===== config.mk =====
export PLATFORM = sky130hd
export DESIGN_NAME = spi_register_access_slave
export DESIGN_NICKNAME = d
export VERILOG_FILES = /design/src/include/spi_pkg.sv /design/src/hw/pin_sync.sv /design/src/hw/spi_register_access_slave.sv
export SDC_FILE = /design/constraint.sdc
export NUM_CORES = 1
export LEC_CHECK = 0
export BUFFER_PORTS_ARGS = -buffer_cell sky130_fd_sc_hd__buf_2
export CAP_MARGIN = 15
export CORE_ASPECT_RATIO = 0.5
export CORE_MARGIN = 2
export CORE_UTILIZATION = 45
export CTS_CLUSTER_SIZE = 14
export DETAILED_ROUTE_END_ITERATION = 12
export GPL_TIMING_DRIVEN = 0
export PLACE_DENSITY = 0.7
export SLEW_MARGIN = 20
export SYNTH_ARGS = -nofsm -noshare
export SYNTH_HDL_FRONTEND = slang
export SYNTH_HIERARCHICAL = 1
export SYNTH_SLANG_ARGS = --single-unit

===== constraint.sdc =====
create_clock -name sys_clk -period 4.9 [get_ports sys_clk]
set_input_delay 0.49 -clock sys_clk [delete_from_list [all_inputs] [get_ports sys_clk]]
set_output_delay 0.49 -clock sys_clk [all_outputs]
set_load 0.005 [all_outputs]

===== src/include/spi_pkg.sv =====
// constants shared by the serial register access slave
// assumes a single 250 MHz system clock and a host-driven serial link
//
// What this block does
// RULE_01 - device is slave only, never drives clock
// RULE_02 - datagrams are 40 bits, at most 2 Mbit/s
// RULE_03 - bits travel msb first, bit 39 to 0
// RULE_04 - bit 39 is the direction flag
// RULE_05 - bits 38 to 32 give register address
// RULE_06 - bits 31 to 0 carry register data
// RULE_07 - answer returned within the same datagram
// RULE_08 - input sampled on rising serial clock edge
// RULE_09 - output bit updated after falling clock edge
// RULE_10 - flag zero reads, flag one writes
// RULE_11 - writes to read-only registers are dropped
// RULE_12 - select frames datagram; write only after 40 bits

`default_nettype none

// ==========================================================
// package
package spi_pkg;
    localparam int DGRAM_BITS = 40;
    localparam int ADDR_W = 7;
    localparam int DATA_W = 32;
    localparam int REG_COUNT = 128;
    localparam int CNT_W = 6;
    localparam logic [5:0] FLAG_POS = 6'h27;      // bit 39
    localparam logic [5:0] HDR_LAST = 6'h07;      // count before 8th bit
    localparam logic [5:0] DATA_FIRST = 6'h08;
    localparam logic [5:0] LAST_IDX = 6'h27;      // 39
    localparam logic [5:0] FULL_CNT = 6'h28;      // 40 bits
    localparam logic [5:0] OVER_CNT = 6'h29;      // overlong marker
    localparam logic FLAG_WRITE = 1'b1;
    localparam logic [31:0] DATA_RST = 32'h0000_0000;
    // timing
    localparam int SYS_CLK_PS = 4000;
    localparam int T_SCK_HALF_NS = 250;           // least high or low time
    localparam int SCK_HALF_CYC = (T_SCK_HALF_NS * 1000 + SYS_CLK_PS - 1) / SYS_CLK_PS;
    localparam int RD_LAT = 2;                    // core read latency in cycles
    typedef enum logic [2:0] {
        ST_IDLE = 3'b001,
        ST_HDR = 3'b010,
        ST_DATA = 3'b100
    } frame_state_t;
endpackage
`default_nettype wire


===== src/hw/pin_sync.sv =====
// two-flop synchroniser for a group of pin levels
// assumes the inputs are asynchronous to clk
`timescale 1ns/10ps
`default_nettype none

// ==========================================================
// synchroniser
module pin_sync #(
    parameter int WIDTH = 3
) (
    input wire logic clk,
    input wire logic rst_n,
    input wire logic [WIDTH-1:0] rst_val,
    input wire logic [WIDTH-1:0] async_in,
    output logic [WIDTH-1:0] sync_out
);
    logic [WIDTH-1:0] meta_q;

    // first stage is read only by the second
    always_ff @(posedge clk or negedge rst_n) begin
        if (!rst_n) begin
            meta_q <= '1;
            sync_out <= '1;
        end else begin
            meta_q <= async_in;
            sync_out <= meta_q;
        end
    end

    logic unused_rst_val;
    assign unused_rst_val = ^rst_val;
endmodule
`default_nettype wire


===== src/hw/spi_register_access_slave.sv =====
// serial register access slave: 40-bit datagrams framed by select
// assumes the core answers rd_data a fixed RD_LAT cycles after rd_req
`timescale 1ns/10ps
`default_nettype none

module spi_register_access_slave (
    input wire logic sys_clk,
    input wire logic nrst,
    input wire logic sclk,
    input wire logic chip_select_low,
    input wire logic mosi,
    output logic miso,
    output logic miso_oe,
    output logic rd_req,
    output logic [6:0] rd_addr,
    input wire logic [31:0] rd_data,
    input wire logic [127:0] read_only_map,
    output logic wr_en,
    output logic [6:0] wr_addr,
    output logic [31:0] wr_data
);
    // ==========================================================
    // reset release
    logic rst_m_q;
    logic rst_n;

    always_ff @(posedge sys_clk or negedge nrst) begin
        if (!nrst) begin
            rst_m_q <= 1'b0;
            rst_n <= 1'b0;
        end else begin
            rst_m_q <= 1'b1;
            rst_n <= rst_m_q;
        end
    end

    // ==========================================================
    // pin synchronisers and edge detection
    logic [2:0] pins_s;
    logic sck_s;
    logic cs_s;
    logic mosi_s;
    logic sck_d_q;
    logic cs_d_q;

    // serial clock is only sampled, never driven here  RULE_01
    pin_sync #(.WIDTH(3)) u_sync (
        .clk(sys_clk),
        .rst_n(rst_n),
        .rst_val(3'b111),
        .async_in({sclk, chip_select_low, mosi}),
        .sync_out(pins_s)
    );
    assign sck_s = pins_s[2];
    assign cs_s = pins_s[1];
    assign mosi_s = pins_s[0];

    always_ff @(posedge sys_clk or negedge rst_n) begin
        if (!rst_n) begin
            sck_d_q <= 1'b1;                            // matches synchroniser reset, no false edge
            cs_d_q <= 1'b1;
        end else begin
            sck_d_q <= sck_s;
            cs_d_q <= cs_s;
        end
    end

    logic cs_act;
    logic cs_fall;
    logic cs_rise;
    logic sck_rise;
    logic sck_fall;
    assign cs_act = ~cs_s;
    assign cs_fall = cs_d_q & ~cs_s;
    assign cs_rise = ~cs_d_q & cs_s;
    assign sck_rise = cs_act & sck_s & ~sck_d_q;   // RULE_08
    assign sck_fall = cs_act & ~sck_s & sck_d_q;

    // ==========================================================
    // frame state
    spi_pkg::frame_state_t state_q;
    logic [5:0] cnt_q;

    // select low opens a frame, high closes it
    always_ff @(posedge sys_clk or negedge rst_n) begin
        if (!rst_n) begin
            state_q <= spi_pkg::ST_IDLE;
        end else begin
            unique case (state_q)
                spi_pkg::ST_IDLE: begin
                    if (cs_fall) begin
                        state_q <= spi_pkg::ST_HDR;
                    end
                end
                spi_pkg::ST_HDR: begin
                    if (cs_rise) begin
                        state_q <= spi_pkg::ST_IDLE;
                    end else if (sck_rise && cnt_q == spi_pkg::HDR_LAST) begin
                        state_q <= spi_pkg::ST_DATA;
                    end
                end
                spi_pkg::ST_DATA: begin
                    if (cs_rise) begin
                        state_q <= spi_pkg::ST_IDLE;
                    end
                end
                default: begin
                    state_q <= spi_pkg::ST_IDLE;
                end
            endcase
        end
    end

    // bit counter; saturates so an overlong frame is recognisable
    always_ff @(posedge sys_clk or negedge rst_n) begin
        if (!rst_n) begin
            cnt_q <= '0;
        end else if (cs_fall) begin
            cnt_q <= '0;                                // RULE_12
        end else if (sck_rise && cnt_q != spi_pkg::OVER_CNT) begin
            cnt_q <= cnt_q + 6'h01;                     // RULE_02
        end
    end

    // ==========================================================
    // receive shift register, msb arrives first
    logic [39:0] rx_q;

    always_ff @(posedge sys_clk or negedge rst_n) begin
        if (!rst_n) begin
            rx_q <= '0;
        end else if (cs_fall) begin
            rx_q <= '0;
        end else if (sck_rise) begin
            rx_q <= {rx_q[38:0], mosi_s};               // RULE_03
        end
    end

    // ==========================================================
    // register fetch once the header is in
    logic hdr_evt;
    logic [spi_pkg::RD_LAT-1:0] lat_q;
    logic [31:0] tx_q;
    logic dir_q;

    assign hdr_evt = sck_rise && cnt_q == spi_pkg::HDR_LAST;

    // both directions fetch, so a write answers with the old contents
    always_ff @(posedge sys_clk or negedge rst_n) begin
        if (!rst_n) begin
            rd_req <= 1'b0;
            rd_addr <= '0;
            dir_q <= 1'b0;
        end else begin
            rd_req <= hdr_evt;                          // RULE_07
            if (hdr_evt) begin
                rd_addr <= {rx_q[5:0], mosi_s};         // RULE_05
                dir_q <= rx_q[6];                       // RULE_04
            end
        end
    end

    // read data is captured a fixed latency after the request
    always_ff @(posedge sys_clk or negedge rst_n) begin
        if (!rst_n) begin
            lat_q <= '0;
            tx_q <= spi_pkg::DATA_RST;
        end else begin
            lat_q <= {lat_q[spi_pkg::RD_LAT-2:0], rd_req};
            if (cs_fall) begin
                tx_q <= spi_pkg::DATA_RST;
            end else if (lat_q[spi_pkg::RD_LAT-1]) begin
                tx_q <= rd_data;                        // RULE_06
            end
        end
    end

    // ==========================================================
    // serial output: header slots are zero, then 32 data bits
    logic [5:0] out_idx;
    assign out_idx = spi_pkg::LAST_IDX - cnt_q;

    always_ff @(posedge sys_clk or negedge rst_n) begin
        if (!rst_n) begin
            miso <= 1'b0;
        end else if (cs_fall) begin
            miso <= 1'b0;
        end else if (sck_fall) begin
            if (cnt_q >= spi_pkg::DATA_FIRST && cnt_q <= spi_pkg::LAST_IDX) begin
                miso <= tx_q[out_idx[4:0]];             // RULE_09
            end else begin
                miso <= 1'b0;
            end
        end
    end

    // line is released while deselected so other slaves may share it
    assign miso_oe = cs_act;

    // ==========================================================
    // write commit at the end of a full frame
    logic wr_ok;
    assign wr_ok = cs_rise && cnt_q == spi_pkg::FULL_CNT
        && rx_q[spi_pkg::FLAG_POS] == spi_pkg::FLAG_WRITE            // RULE_10
        && !read_only_map[rx_q[38:32]];                               // RULE_11

    always_ff @(posedge sys_clk or negedge rst_n) begin
        if (!rst_n) begin
            wr_en <= 1'b0;
            wr_addr <= '0;
            wr_data <= spi_pkg::DATA_RST;
        end else begin
            wr_en <= wr_ok;                             // RULE_12
            if (wr_ok) begin
                wr_addr <= rx_q[38:32];
                wr_data <= rx_q[31:0];
            end
        end
    end
endmodule
`default_nettype wire


==> summary by stage, run 1 <==
Routing
In this run the remaining antenna-violating nets after routing total 0. In the routed design, unresolved DRC markers number 0. The violation count after the first detailed-route iteration is 336. The ratio of routed vias to standard cells is 5.31. The number of vias after detailed routing is 5120.

The detailed-route wire length per cell is 17.2 um. After detailed routing, the total wire length is 16600 um. The first detailed-routing pass ran for 4 iterations.

Timing
Across all hold checks on the routed design, the worst slack comes to 0.168 ns. The number of failing hold endpoints at the final stage was 0. The worst-case clock skew is 0.00791 ns.

The final count of negative-setup-slack endpoints is 0. Timing would allow up to 295 MHz. The final critical path time including I/O delays and setup is 3.40 ns. For the final routed database, the setup TNS stands at 0 ns. Setup repair after global routing left no endpoint under its margin.

The number of max-slew violations in the final report is 0. In this run the tightest slew margin relative to its limit is 48.4%. The final critical path takes up 69.3% of the cycle. For the pin with the worst max-slew slack, the measured transition is 0.773 ns.

Logic synthesis
The count of cell types in the netlist is 49. After technology mapping, the gate count stands at 517. The cell type contributing the most total cell area after synthesis is dfrtp_1. By area the synthesized netlist is led by dfrtp_1 (49%), mux4_2 (13%), mux2_1 (6.4%). Yosys printed 6 warnings. The average instance in the mapped netlist occupies 12.9 um2. dfrtp_1 is the most common cell in the netlist. The synthesized flop and latch total is 139.

Counting instances in the post-synthesis netlist gives the leading cell types as dfrtp_1 (131), nand2_1 (49), nor2_1 (44), mux2i_1 (40), mux4_2 (39). The share of synthesized area in the top cell type comes to 49.1%. For this run, the register share of the synthesized area comes to 52.3%. In the synthesized netlist the async set-or-reset flop fraction comes to 100%. The netlist area before placement is 0.00668 mm2.

The net count after synthesis is 687. Among all flip-flop cells after synthesis, the most frequent one is dfrtp_1. The number of enable flip-flop cells after synthesis is 0.

Floorplan
For this configuration, the core starts out at a cell density of 46.1%. The die width is 176 um. The floorplan step defined a core boundary enclosing 0.0145 mm2. The height of the chip is 90.1 um. The cell row count is 31. The number of top-level pins is 215. The area of the die is 0.0159 mm2.

Min path
The min-delay analysis places its worst path in the category in -> reg. The path with the worst hold slack has its endpoint at u_sync/meta_q[2]. Along the worst hold path, the cell count comes to 1. The worst min-delay path startpoint is sclk.

Worst setup path
Data arrives at the worst endpoint at 3.69 ns. The maximum fanout along the worst path is 10. For the worst setup path, the data required time is 5.19 ns. The slack of the worst reg-to-reg path is 1.50 ns.

On the worst path, the slowest cell contributes a delay of 0.50 ns. The depth of the most critical reg-to-reg path is 10. The worst-path cell with the longest stage delay is clkbuf_1.

The launch point of the worst reg-to-reg path is rx_q[33]. STA classifies the critical path endpoint as a flip-flop. The cell seen most often among critical-path stages is buf_4. The capturing point of the worst reg2reg path is wr_data[7]. STA classifies the critical path startpoint as a flip-flop. The critical setup path kind is reg -> reg.

The critical path goes through buf_4 > buf_4 > buf_4 > clkbuf_1 > mux4_2 > a221oi_1 > o22ai_1 > nor3b_4 > buf_6 > mux2_1.

Clocking
The total clock buffers created by CTS is 17. The number of post-CTS setup repair buffers is 0. The root buffer cell chosen for the clock tree is clkbuf_16. The level count of the clock H-tree is 4. The number of sinks handled by clock tree synthesis is 139. The clock-pin slew on the worst setup and hold paths is 0.06 ns.

In this run the deepest clock path goes through 2 buffers. For the worst-skew pair, the clock arrives at the later sink with an insertion delay of 0.42 ns. TritonCTS built the clock tree.

Finish
The repair_antennas step left the layout with diodes totalling 0. The layout overhead on the synthesized area is 29.7%. The layout has 1210 filler cells. The post-route standard cell area excluding fillers is 0.00866 mm2.

The net count of the finished layout is 923. The fraction of final layout cells with drive strength greater than 1 is 40.5%.

Power
After layout, the design draws a total of 2.63 mW. The worst IR drop on VDD is 280 uV. Power spread over the standard cell area amounts to 303 mW/mm2.

The static power due to leakage is 4.24 nW.

Place
The final HPWL from detailed placement is 12200 um. The post-place instance area is 0.00805 mm2. The weighted congestion reported at the end of routability-driven placement is 0.793.

The number of buffers added on ports is 214.

Global routing
Entering global routing, the biggest net connects 58 pins. The via count of the first global-routing pass is 5257. The total grt overflow is 0. The first global-routing pass estimated 26900 um of wire. The initial antenna violation count came to 0.

The overall routing resource usage is 21.6%.

Status
The run finished with clean final reports.

Run
The tool flagged a number of max-cap violations equal to 0.
## critical path: cells and delay by family (launching register included)
family / cells / cell delay [ns]
buffers and inverters: 5 / 1.31
multiplexers: 2 / 0.76
AO/OA/AOI/OAI: 2 / 0.48
AND/OR/NAND/NOR: 1 / 0.38
flip-flops: 1 / 0.32
## metal layers
metal  track usage [%]  wire length (um)  vias to the layer above
met1              28.4              7290                     2568
met3              5.20              1080                        8
met5                 0                 0                        -
met2              36.2              8130                      175
met4              5.72                95                        0
li1                  -                 -                     2369
## placed cells by master, fill, tap and decap left out, types with 2 or more instances in the layout
master,netlist,final
buf_6,6,6
a2111oi_0,3,3
dfstp_2,8,8
nand2_1,49,49
clkinv_4,0,2
mux2_1,38,38
mux2_2,2,2
o22ai_1,2,2
xnor2_1,2,2
buf_4,3,3
inv_8,0,5
a221oi_1,2,2
buf_16,0,2
clkbuf_16,0,17
o21ai_0,2,2
a21oi_1,17,17
mux2i_1,40,40
o211ai_1,2,2
inv_6,0,5
inv_1,8,8
nor2_1,44,44
nand3_1,5,5
dfrtp_1,131,130
nand4_1,7,7
mux4_2,39,39
nand3b_1,4,4
nor2b_1,10,10
and3_1,2,2
buf_2,1,215
a22o_1,30,30
ha_1,5,5
buf_1,4,4
clkbuf_1,28,28
a211oi_1,3,3
## power by group
part	switching (mW)	internal, mW	leakage [nW]
clock	0.561	0.729	0.292
sequential	0.00991	1.16	1.90
combinational	0.0826	0.0872	2.04
## timing repair
item,in CTS,in global routing
resized for setup,0,0
endpoints found under the hold margin,2,0
hold buffers,1,0
## cells by family (layout without fill, tap and decap cells)
| group | Yosys count | in the layout | share of synthesized area (%) |
|---|---|---|---|
| AO/OA/AOI/OAI | 69 | 69 | 7.72 |
| XOR/XNOR | 3 | 3 | 0.394 |
| adder cells (fa/ha/maj) | 5 | 5 | 0.937 |
| buffers and inverters | 51 | 300 | 3.73 |
| flip-flops | 139 | 139 | 52.3 |
| multiplexers | 119 | 119 | 25.9 |
| other | 1 | 1 | 0.0562 |
| AND/OR/NAND/NOR | 130 | 130 | 9.00 |
## state kept, by name (all words and copies together), names as in the netlist
register         flops
u_sync/meta_q        3
wr_en                1
rd_addr              7
rd_req               1
cs_d_q               1
cnt_q                6
tx_q                32
wr_addr              7
rst_m_q              1
lat_q                2
wr_data             32
rst_n                1
miso                 1
rx_q                40
u_sync/sync_out      3
sck_d_q              1
## stage by stage
stage | setup WS [ns] | util (%) | std cells
2_1_floorplan | 0.754 | - | 517
3_3_place_gp | -0.701 | 55.3 | 929
3_5_place_dp | 1.57 | 55.7 | 931
4_1_cts | 1.54 | 59.9 | 964
5_1_grt | 1.29 | 59.9 | 964
6_report | 1.50 | 59.9 | 964
## worst max-delay path by stage
stage	slack (ns)	from	depth (start not counted)	to
final	1.50	rx_q[33]	10	wr_data[7]
after global placement	-0.70	rst_n	0	rx_q[35]
after floorplan	0.75	rst_n	0	cnt_q[0]
after CTS	1.54	rx_q[33]	10	wr_data[7]
after global routing	1.29	rx_q[33]	10	wr_data[7]
after detailed placement	1.57	rx_q[33]	10	wr_data[19]
## cell type report
type,instances,area [um2],area share [%]
Timing Repair Buffer,217,1140,13.1
Multi-Input combinational cell,327,2940,33.9
Buffer,42,215,2.49
Inverter,9,33.8,0.390
Clock buffer,17,425,4.91
Tap cell,198,248,2.86
Sequential cell,139,3490,40.3
Clock inverter,15,171,1.98
No activity file was read; power rests on OpenSTA's default activity.
==> run 2, diff against run 1 <==
Clock period 4.9 ns to 3.2 ns, I/O delays scaled along.
==> run 2 against run 1 <==
  * Global-route usage rose by 0.15 points
  * Clock power grew 47%
  * Clock skew grew 0.0031 ns
  * Wire length fell by 0.24%
  * Critical path type unchanged
  * Largest power group unchanged
==> summary by stage, run 2 (synthesis results as in run 1) <==
Global routing
The total grt overflow was 0 (unchanged). The global-route wire length before repair was 27000 um (+0.72%). The overall routing resource usage is 21.8% (+0.15 points). The maximum number of pins on one net before global-route repair is 60 (+3.4%). The initial antenna violation count is 0 (unchanged). The via count of the first global-routing pass is 5287 (+0.57%).

Min path
The cell count of the worst hold path is 1 (unchanged). The worst hold path terminates at u_sync/meta_q[1]. The tightest min-delay check is of the in -> reg type. The worst min-delay path startpoint is chip_select_low.

Power
The static power due to leakage is 4.25 nW (+0.14%). The worst IR drop on VDD is 408 uV (+46%). The total power divided by cell area is 456 mW/mm2 (+50%).

Clocking
TritonCTS built the clock tree. The level count of the clock H-tree is 4 (unchanged). The clock tree buffer depth is 2 (unchanged). The number of sinks handled by clock tree synthesis is 139 (unchanged). The total clock buffers created by CTS is 17 (unchanged).

The insertion delay to the later sink of the worst-skew pair was 0.42 ns (about the same). The buffer type at the clock tree root is clkbuf_16. The clock-pin slew on the worst setup and hold paths is 0.06 ns (about the same).

Worst setup path
The data required time of the worst path was 3.50 ns (-1.69 ns). The slack of the worst reg-to-reg path is 0.21 ns (-1.30 ns). In this run the critical register-to-register path is captured at wr_data[0].

The depth of the most critical reg-to-reg path is 10 (unchanged). The maximum fanout along the worst path is 10 (unchanged). STA classifies the critical path startpoint as a flip-flop. The arrival time of data at the critical path endpoint is 3.29 ns (-0.40 ns).

The critical path capture point type is a flip-flop. The launch point of the worst reg-to-reg path is rx_q[33]. The critical path is of the reg -> reg type.

Timing
The maximum frequency from static timing analysis is 334 MHz (+13%). The number of failing hold endpoints at the final stage is 0 (unchanged). The worst-case clock skew is 0.0110 ns (+0.00308 ns).

The final count of negative-setup-slack endpoints came to 0 (unchanged). The number of max-slew violations in the final report is 0 (unchanged). The final critical path time including I/O delays and setup is 2.99 ns (-0.400 ns). The max-slew headroom at the worst pin is 47.3% (-1.2 points). The slew at the pin closest to its max-slew limit is 0.791 ns (+0.0178 ns). The final cycle utilization of the critical path is 93.6% (+24 points). Setup repair after global routing left no endpoint under its margin.

Floorplan
The number of top-level pins is 215 (unchanged). The height of the chip is 90.1 um (unchanged). The starting density of the core is 46.1% (unchanged). The cell row count is 31 (unchanged). The die width came to 176 um (unchanged). The total core area is 0.0145 mm2 (unchanged). The area of the die was 0.0159 mm2 (unchanged).

Run
The max capacitance violation total is 0 (unchanged).

Finish
The fraction of final layout cells with drive strength greater than 1 is 40.9% (+0.47 points). The layout overhead on the synthesized area is 29.9%. The antenna diode count came to 0 (unchanged). The flip-flop count of the largest register, all copies and words added is 40 (unchanged). The largest registers in the layout are rx_q x40, tx_q x32, wr_data x32.

The layout net count came to 924 (+0.11%). The final design utilization is 59.9% (+0.086 points). The commonest non-fill, non-tap cell in the layout is buf_2. The library cells used most frequently in the layout, excluding fill and tap cells, are buf_2 (214), dfrtp_1 (130), nand2_1 (49), nor2_1 (44), mux2i_1 (40). The largest register by flop count is rx_q. The post-route standard cell area excluding fillers was 0.00867 mm2 (+0.14%).

The post-route non-filler standard cell count is 965 (+0.10%).

Routing
The ratio of routed vias to standard cells is 5.26 (-0.92%). The total iterations of the first detailed-routing run is 4 (unchanged). The remaining design rule violation count is 0 (unchanged). The violation count after the first detailed-route iteration is 215 (-36%).

The detailed-route wire length per cell is 17.1 um (-0.34%). The number of vias after detailed routing is 5078 (-0.82%). The total wire length after detailed routing is 16500 um (-0.24%). The remaining antenna violation count after routing is 0 (unchanged).

Place
The final HPWL from detailed placement is 12200 um (about the same). The post-place instance area is 0.00805 mm2 (unchanged). The weighted congestion reported at the end of routability-driven placement is 0.814 (+2.7%). The number of placed instances with taps included is 931 (unchanged). The number of buffers added on ports is 214 (unchanged).

Status
The run finished with clean final reports.
==> run 2: cell types whose count changed in the layout (fill, tap and decap cells not counted), sizes merged <==
cell,change
clkbuf,+1
clkinv,+2
dlygate4sd3,+2
buf,-1
clkinvlp,+2
inv,-5
==> run 2: report_power, final <==
group / leakage, nW / total, mW / switching (mW) / internal (mW)
clock network: 0.276 / 1.90 / 0.796 / 1.10
registers: 1.90 / 1.79 / 0.0166 / 1.77
logic: 2.07 / 0.262 / 0.126 / 0.136
==> run 2: how the worst max path moves through the flow <==
stage	start	slack (ns)	to	cells after the start
floorplan	rx_q[33]	0.41	wr_data[0]	10
global placement	rx_q[33]	-0.15	wr_data[4]	10
detailed placement	rx_q[33]	-0.18	wr_data[7]	10
CTS	rx_q[33]	0.02	wr_data[18]	10
global route	rx_q[32]	0.01	wr_data[18]	12
finish	rx_q[33]	0.21	wr_data[0]	10
==> run 2: repair_timing <==
action | in CTS | in global routing
hold buffers | 3 | 0
gates resized for setup | 1 | 5
pin swaps | 0 | 1
endpoints found under the hold margin | 4 | 0
setup buffers | 0 | 1
setup endpoints to repair | 38 | 38
==> run 2: cell type report <==
type | instances | area (um2)
fill | 1189 | 5800
multi-input combinational | 327 | 2940
tap | 198 | 248
sequential | 139 | 3490
buffer | 40 | 216
clock inverter | 14 | 135
clock buffer | 18 | 439
inverter | 9 | 33.8
timing repair buffer | 220 | 1160
==> run 2: stage by stage <==
stage / TNS [ns] / worst slack [ns] / hold WS [ns] / total power, mW
global route: 0 / 0.0106 / 0.00516 / 4.10
floorplan: 0 / 0.409 / 0.0244 / 1.93
detailed placement: -6.22 / -0.180 / 0.107 / 2.08
CTS: 0 / 0.0204 / 0.00466 / 3.99
finish: 0 / 0.205 / 0.0223 / 3.95
global placement: -5.36 / -0.152 / 0.106 / 2.07
==> run 2: per-layer routing <==
layer  GRT usage [%]  wire, um
met5               0         0
met1            29.0      7290
met2            35.9      8050
met3            4.86      1040
met4            6.27       163
==> run 2: worst max-delay path, cell delays in order (launching register included) <==
cell	delay [ns]
dfrtp_1	0.32
buf_4	0.18
mux4_2	0.55
mux4_2	0.47
nand3b_1	0.10
o41ai_1	0.09
a211oi_2	0.29
nor3b_4	0.21
buf_4	0.18
buf_6	0.17
mux2_1	0.34
==> run 3, diff against run 2 <==
Settings changed: CORE_ASPECT_RATIO 0.5 to 1.75.
==> run 3 against run 2 <==
  * Total power grew 3.0%
  * Highest routed layer is now met5
  * Sequential cell count is the same
  * Global-route usage grew 2.0 points
  * Largest power group unchanged
  * Cell area grew 0.69%
  * Wire length grew 13%
  * Maximum frequency shrank 2.9%
  * Worst setup slack lost 0.090 ns
==> summary by stage, run 3 (synthesis results as in run 1) <==
Status
The flow ran to the end, and the final reports show no timing, DRC or antenna violations.

Routing
The detailed-route wire length per cell is 19.6 um (+15%). The number of vias after detailed routing is 5176 (+1.9%). The violation count after the first detailed-route iteration came to 214 (-0.47%). The total wire length after detailed routing is 18700 um (+13%). The ratio of routed vias to standard cells was 5.44 (+3.3%). The total iterations of the first detailed-routing run was 4 (unchanged). The remaining antenna violation count after routing is 0 (unchanged). The remaining design rule violation count is 0 (unchanged).

Worst setup path
The critical setup path kind is reg -> reg. The highest cell delay on the worst timing path is 0.52 ns (-0.03 ns). The maximum fanout along the worst path is 7 (-3). In this run the worst setup path begins at rx_q[34]. The data required time of the worst path is 3.49 ns (about the same). The arrival time of data at the critical path endpoint was 3.37 ns (+0.08 ns). The cell seen most often among critical-path stages is mux4_2.

Grouping stages by cell kind, the critical path spends the most delay in multiplexers. The critical path capture point type is a flip-flop. The worst-path cell with the longest stage delay is mux4_2.

The launch point of the worst reg-to-reg path is rx_q[34]. STA classifies the critical path startpoint as a flip-flop. The critical path goes through clkbuf_1 > mux4_2 > mux4_2 > nand3b_1 > o41ai_1 > a211oi_2 > nor3b_4 > buf_12 > clkbuf_4 > mux2_1. The buffers plus inverters on the worst setup path is 3 (unchanged).

Clocking
The total clock buffers created by CTS is 17 (unchanged). The insertion delay to the later sink of the worst-skew pair is 0.42 ns (about the same). The CTS tree is built. The number of sinks handled by clock tree synthesis is 139 (unchanged).

The level count of the clock H-tree is 4 (unchanged). The clock-pin slew on the worst setup and hold paths is 0.06 ns (about the same). The tree is rooted in a clkbuf_16.

The clock tree buffer depth is 2 (unchanged).

Global routing
The initial antenna violation count is 3 (+3). The overall routing resource usage is 23.7% (+2.0 points). The via count of the first global-routing pass is 5599 (+5.9%). The global-route wire length before repair is 28000 um (+3.5%). The total grt overflow is 0 (unchanged). The maximum number of pins on one net before global-route repair came to 61 (+1.7%).

Timing
The slew at the pin closest to its max-slew limit is 0.810 ns (+0.0187 ns). The number of max-slew violations in the final report is 0 (unchanged). The maximum frequency from static timing analysis is 324 MHz (-2.9%).

The max-slew headroom at the worst pin came to 46.0% (-1.2 points). The final count of negative-setup-slack endpoints is 0 (unchanged). The final cycle utilization of the critical path was 96.4% (+2.8 points). The minimum hold slack was 0.150 ns (+0.128 ns). The number of failing hold endpoints at the final stage came to 0 (unchanged). The final critical path time including I/O delays and setup came to 3.09 ns (+0.0904 ns). The worst-case clock skew is 0.0114 ns (+0.000372 ns). The final total negative setup slack was 0 ns (unchanged).

The post-route worst setup slack is 0.115 ns (-0.0904 ns).

Floorplan
The total core area came to 0.0144 mm2 (-0.18%). The area of the die is 0.0159 mm2 (-0.13%). The height of the chip was 165 um (+83%). The starting density of the core was 46.2% (+0.084 points). The die width came to 96.1 um (-45%). The number of top-level pins is 215 (unchanged).

The cell row count is 58 (+87%).

Min path
The worst hold path begins at rd_data[10]. The min-delay analysis places its worst path in the category in -> reg.

Finish
Leaving out fill and tap cells, the most frequent cells in the layout are buf_2 (215), dfrtp_1 (130), nand2_1 (49), nor2_1 (44). Leaving out fill and tap cells, the most frequent cell in the layout is buf_2. Ranked by flip-flop count, first place goes to rx_q. The fraction of final layout cells with drive strength greater than 1 is 40.9% (about the same). The flip-flop count of the largest register, all copies and words added is 40 (unchanged). In the final layout, the registers with the most flip-flops are rx_q x40, tx_q x32, wr_data x32. The layout overhead on the synthesized area is 30.8%. The layout net count came to 927 (+0.32%).

Place
The final HPWL from detailed placement is 14500 um (+19%). The weighted congestion reported at the end of routability-driven placement was 0.833 (+2.3%). The number of buffers added on ports was 214 (unchanged).

The worst-case setup slack after placement is -0.231 ns (-0.0504 ns).

Power
The total power divided by cell area is 466 mW/mm2 (+2.3%). The total power is 4.07 mW (+3.0%). The static power due to leakage was 4.28 nW (+0.76%). The worst IR drop on VDD is 392 uV (-4.0%).

Run
The max capacitance violation total was 0 (unchanged).
[run 3: cell count changes in the layout (fill, tap and decap cells not counted), moves of 2 or more]
cell | before | now
buf_4 | 3 | 1
bufinv_16 | 1 | 3
clkbuf_4 | 1 | 3
diode_2 | 0 | 2
inv_6 | 4 | 2
[run 3: path summary, 6_finish.rpt]
path / endpoint / slack [ns] / cells after the start
min: tx_q[10] / 0.15 / 3
min reg2reg: wr_data[11] / 0.25 / 0
min in group asynchronous: rst_n / 0.22 / 2
max in group asynchronous: cs_d_q / 2.01 / 2
max reg2reg: wr_data[19] / 0.11 / 10
max: wr_data[19] / 0.11 / 10
[run 3: metrics by stage]
stage / util, % / std cells / instance area [um2]
after detailed placement: 55.6 / 913 / 8030
final: 60.5 / 952 / 8730
after floorplan: - / 517 / 6680
after CTS: 60.1 / 948 / 8680
after global placement: 55.2 / 911 / 7970
after global routing: 60.4 / 951 / 8730
[run 3: area by class of cell]
type                    instances  area, um2
repair buffers                222       1190
fillers                      1183       5710
clock inverters                13        166
multi-input cells             327       2940
flip-flops and latches        139       3490
diodes                          2       5.00
well taps                     180        225
plain buffers                  41        231
clock buffers                  19        443
inverters                       9       33.8
[run 3: where the power goes]
part	switching, mW	total [mW]	internal (mW)
Sequential	0.0152	1.79	1.77
Clock	0.759	2.01	1.25
Combinational	0.134	0.271	0.137
[run 3: repair_timing]
item                       4_1_cts  5_1_grt
setup endpoints to repair       38       38
pin swaps                        0        1
setup buffers                    0        1
cloned                           0        1
hold buffers                     4        0
gates resized for setup          3        9
hold endpoints to repair         5        0
[run 3: layer usage]
metal,share of wire [%],vias to the layer above,global-route usage [%]
met3,7.9,31,7.12
met5,0.048,-,0
met1,33,2547,22.0
met4,2.2,2,8.96
li1,-,2378,-
met2,57,218,46.3
[run 3: tightest hold or removal path, cell delays in order]
cell     delay, ns
buf_2         0.07
mux2i_1       0.06
nor2_1        0.07
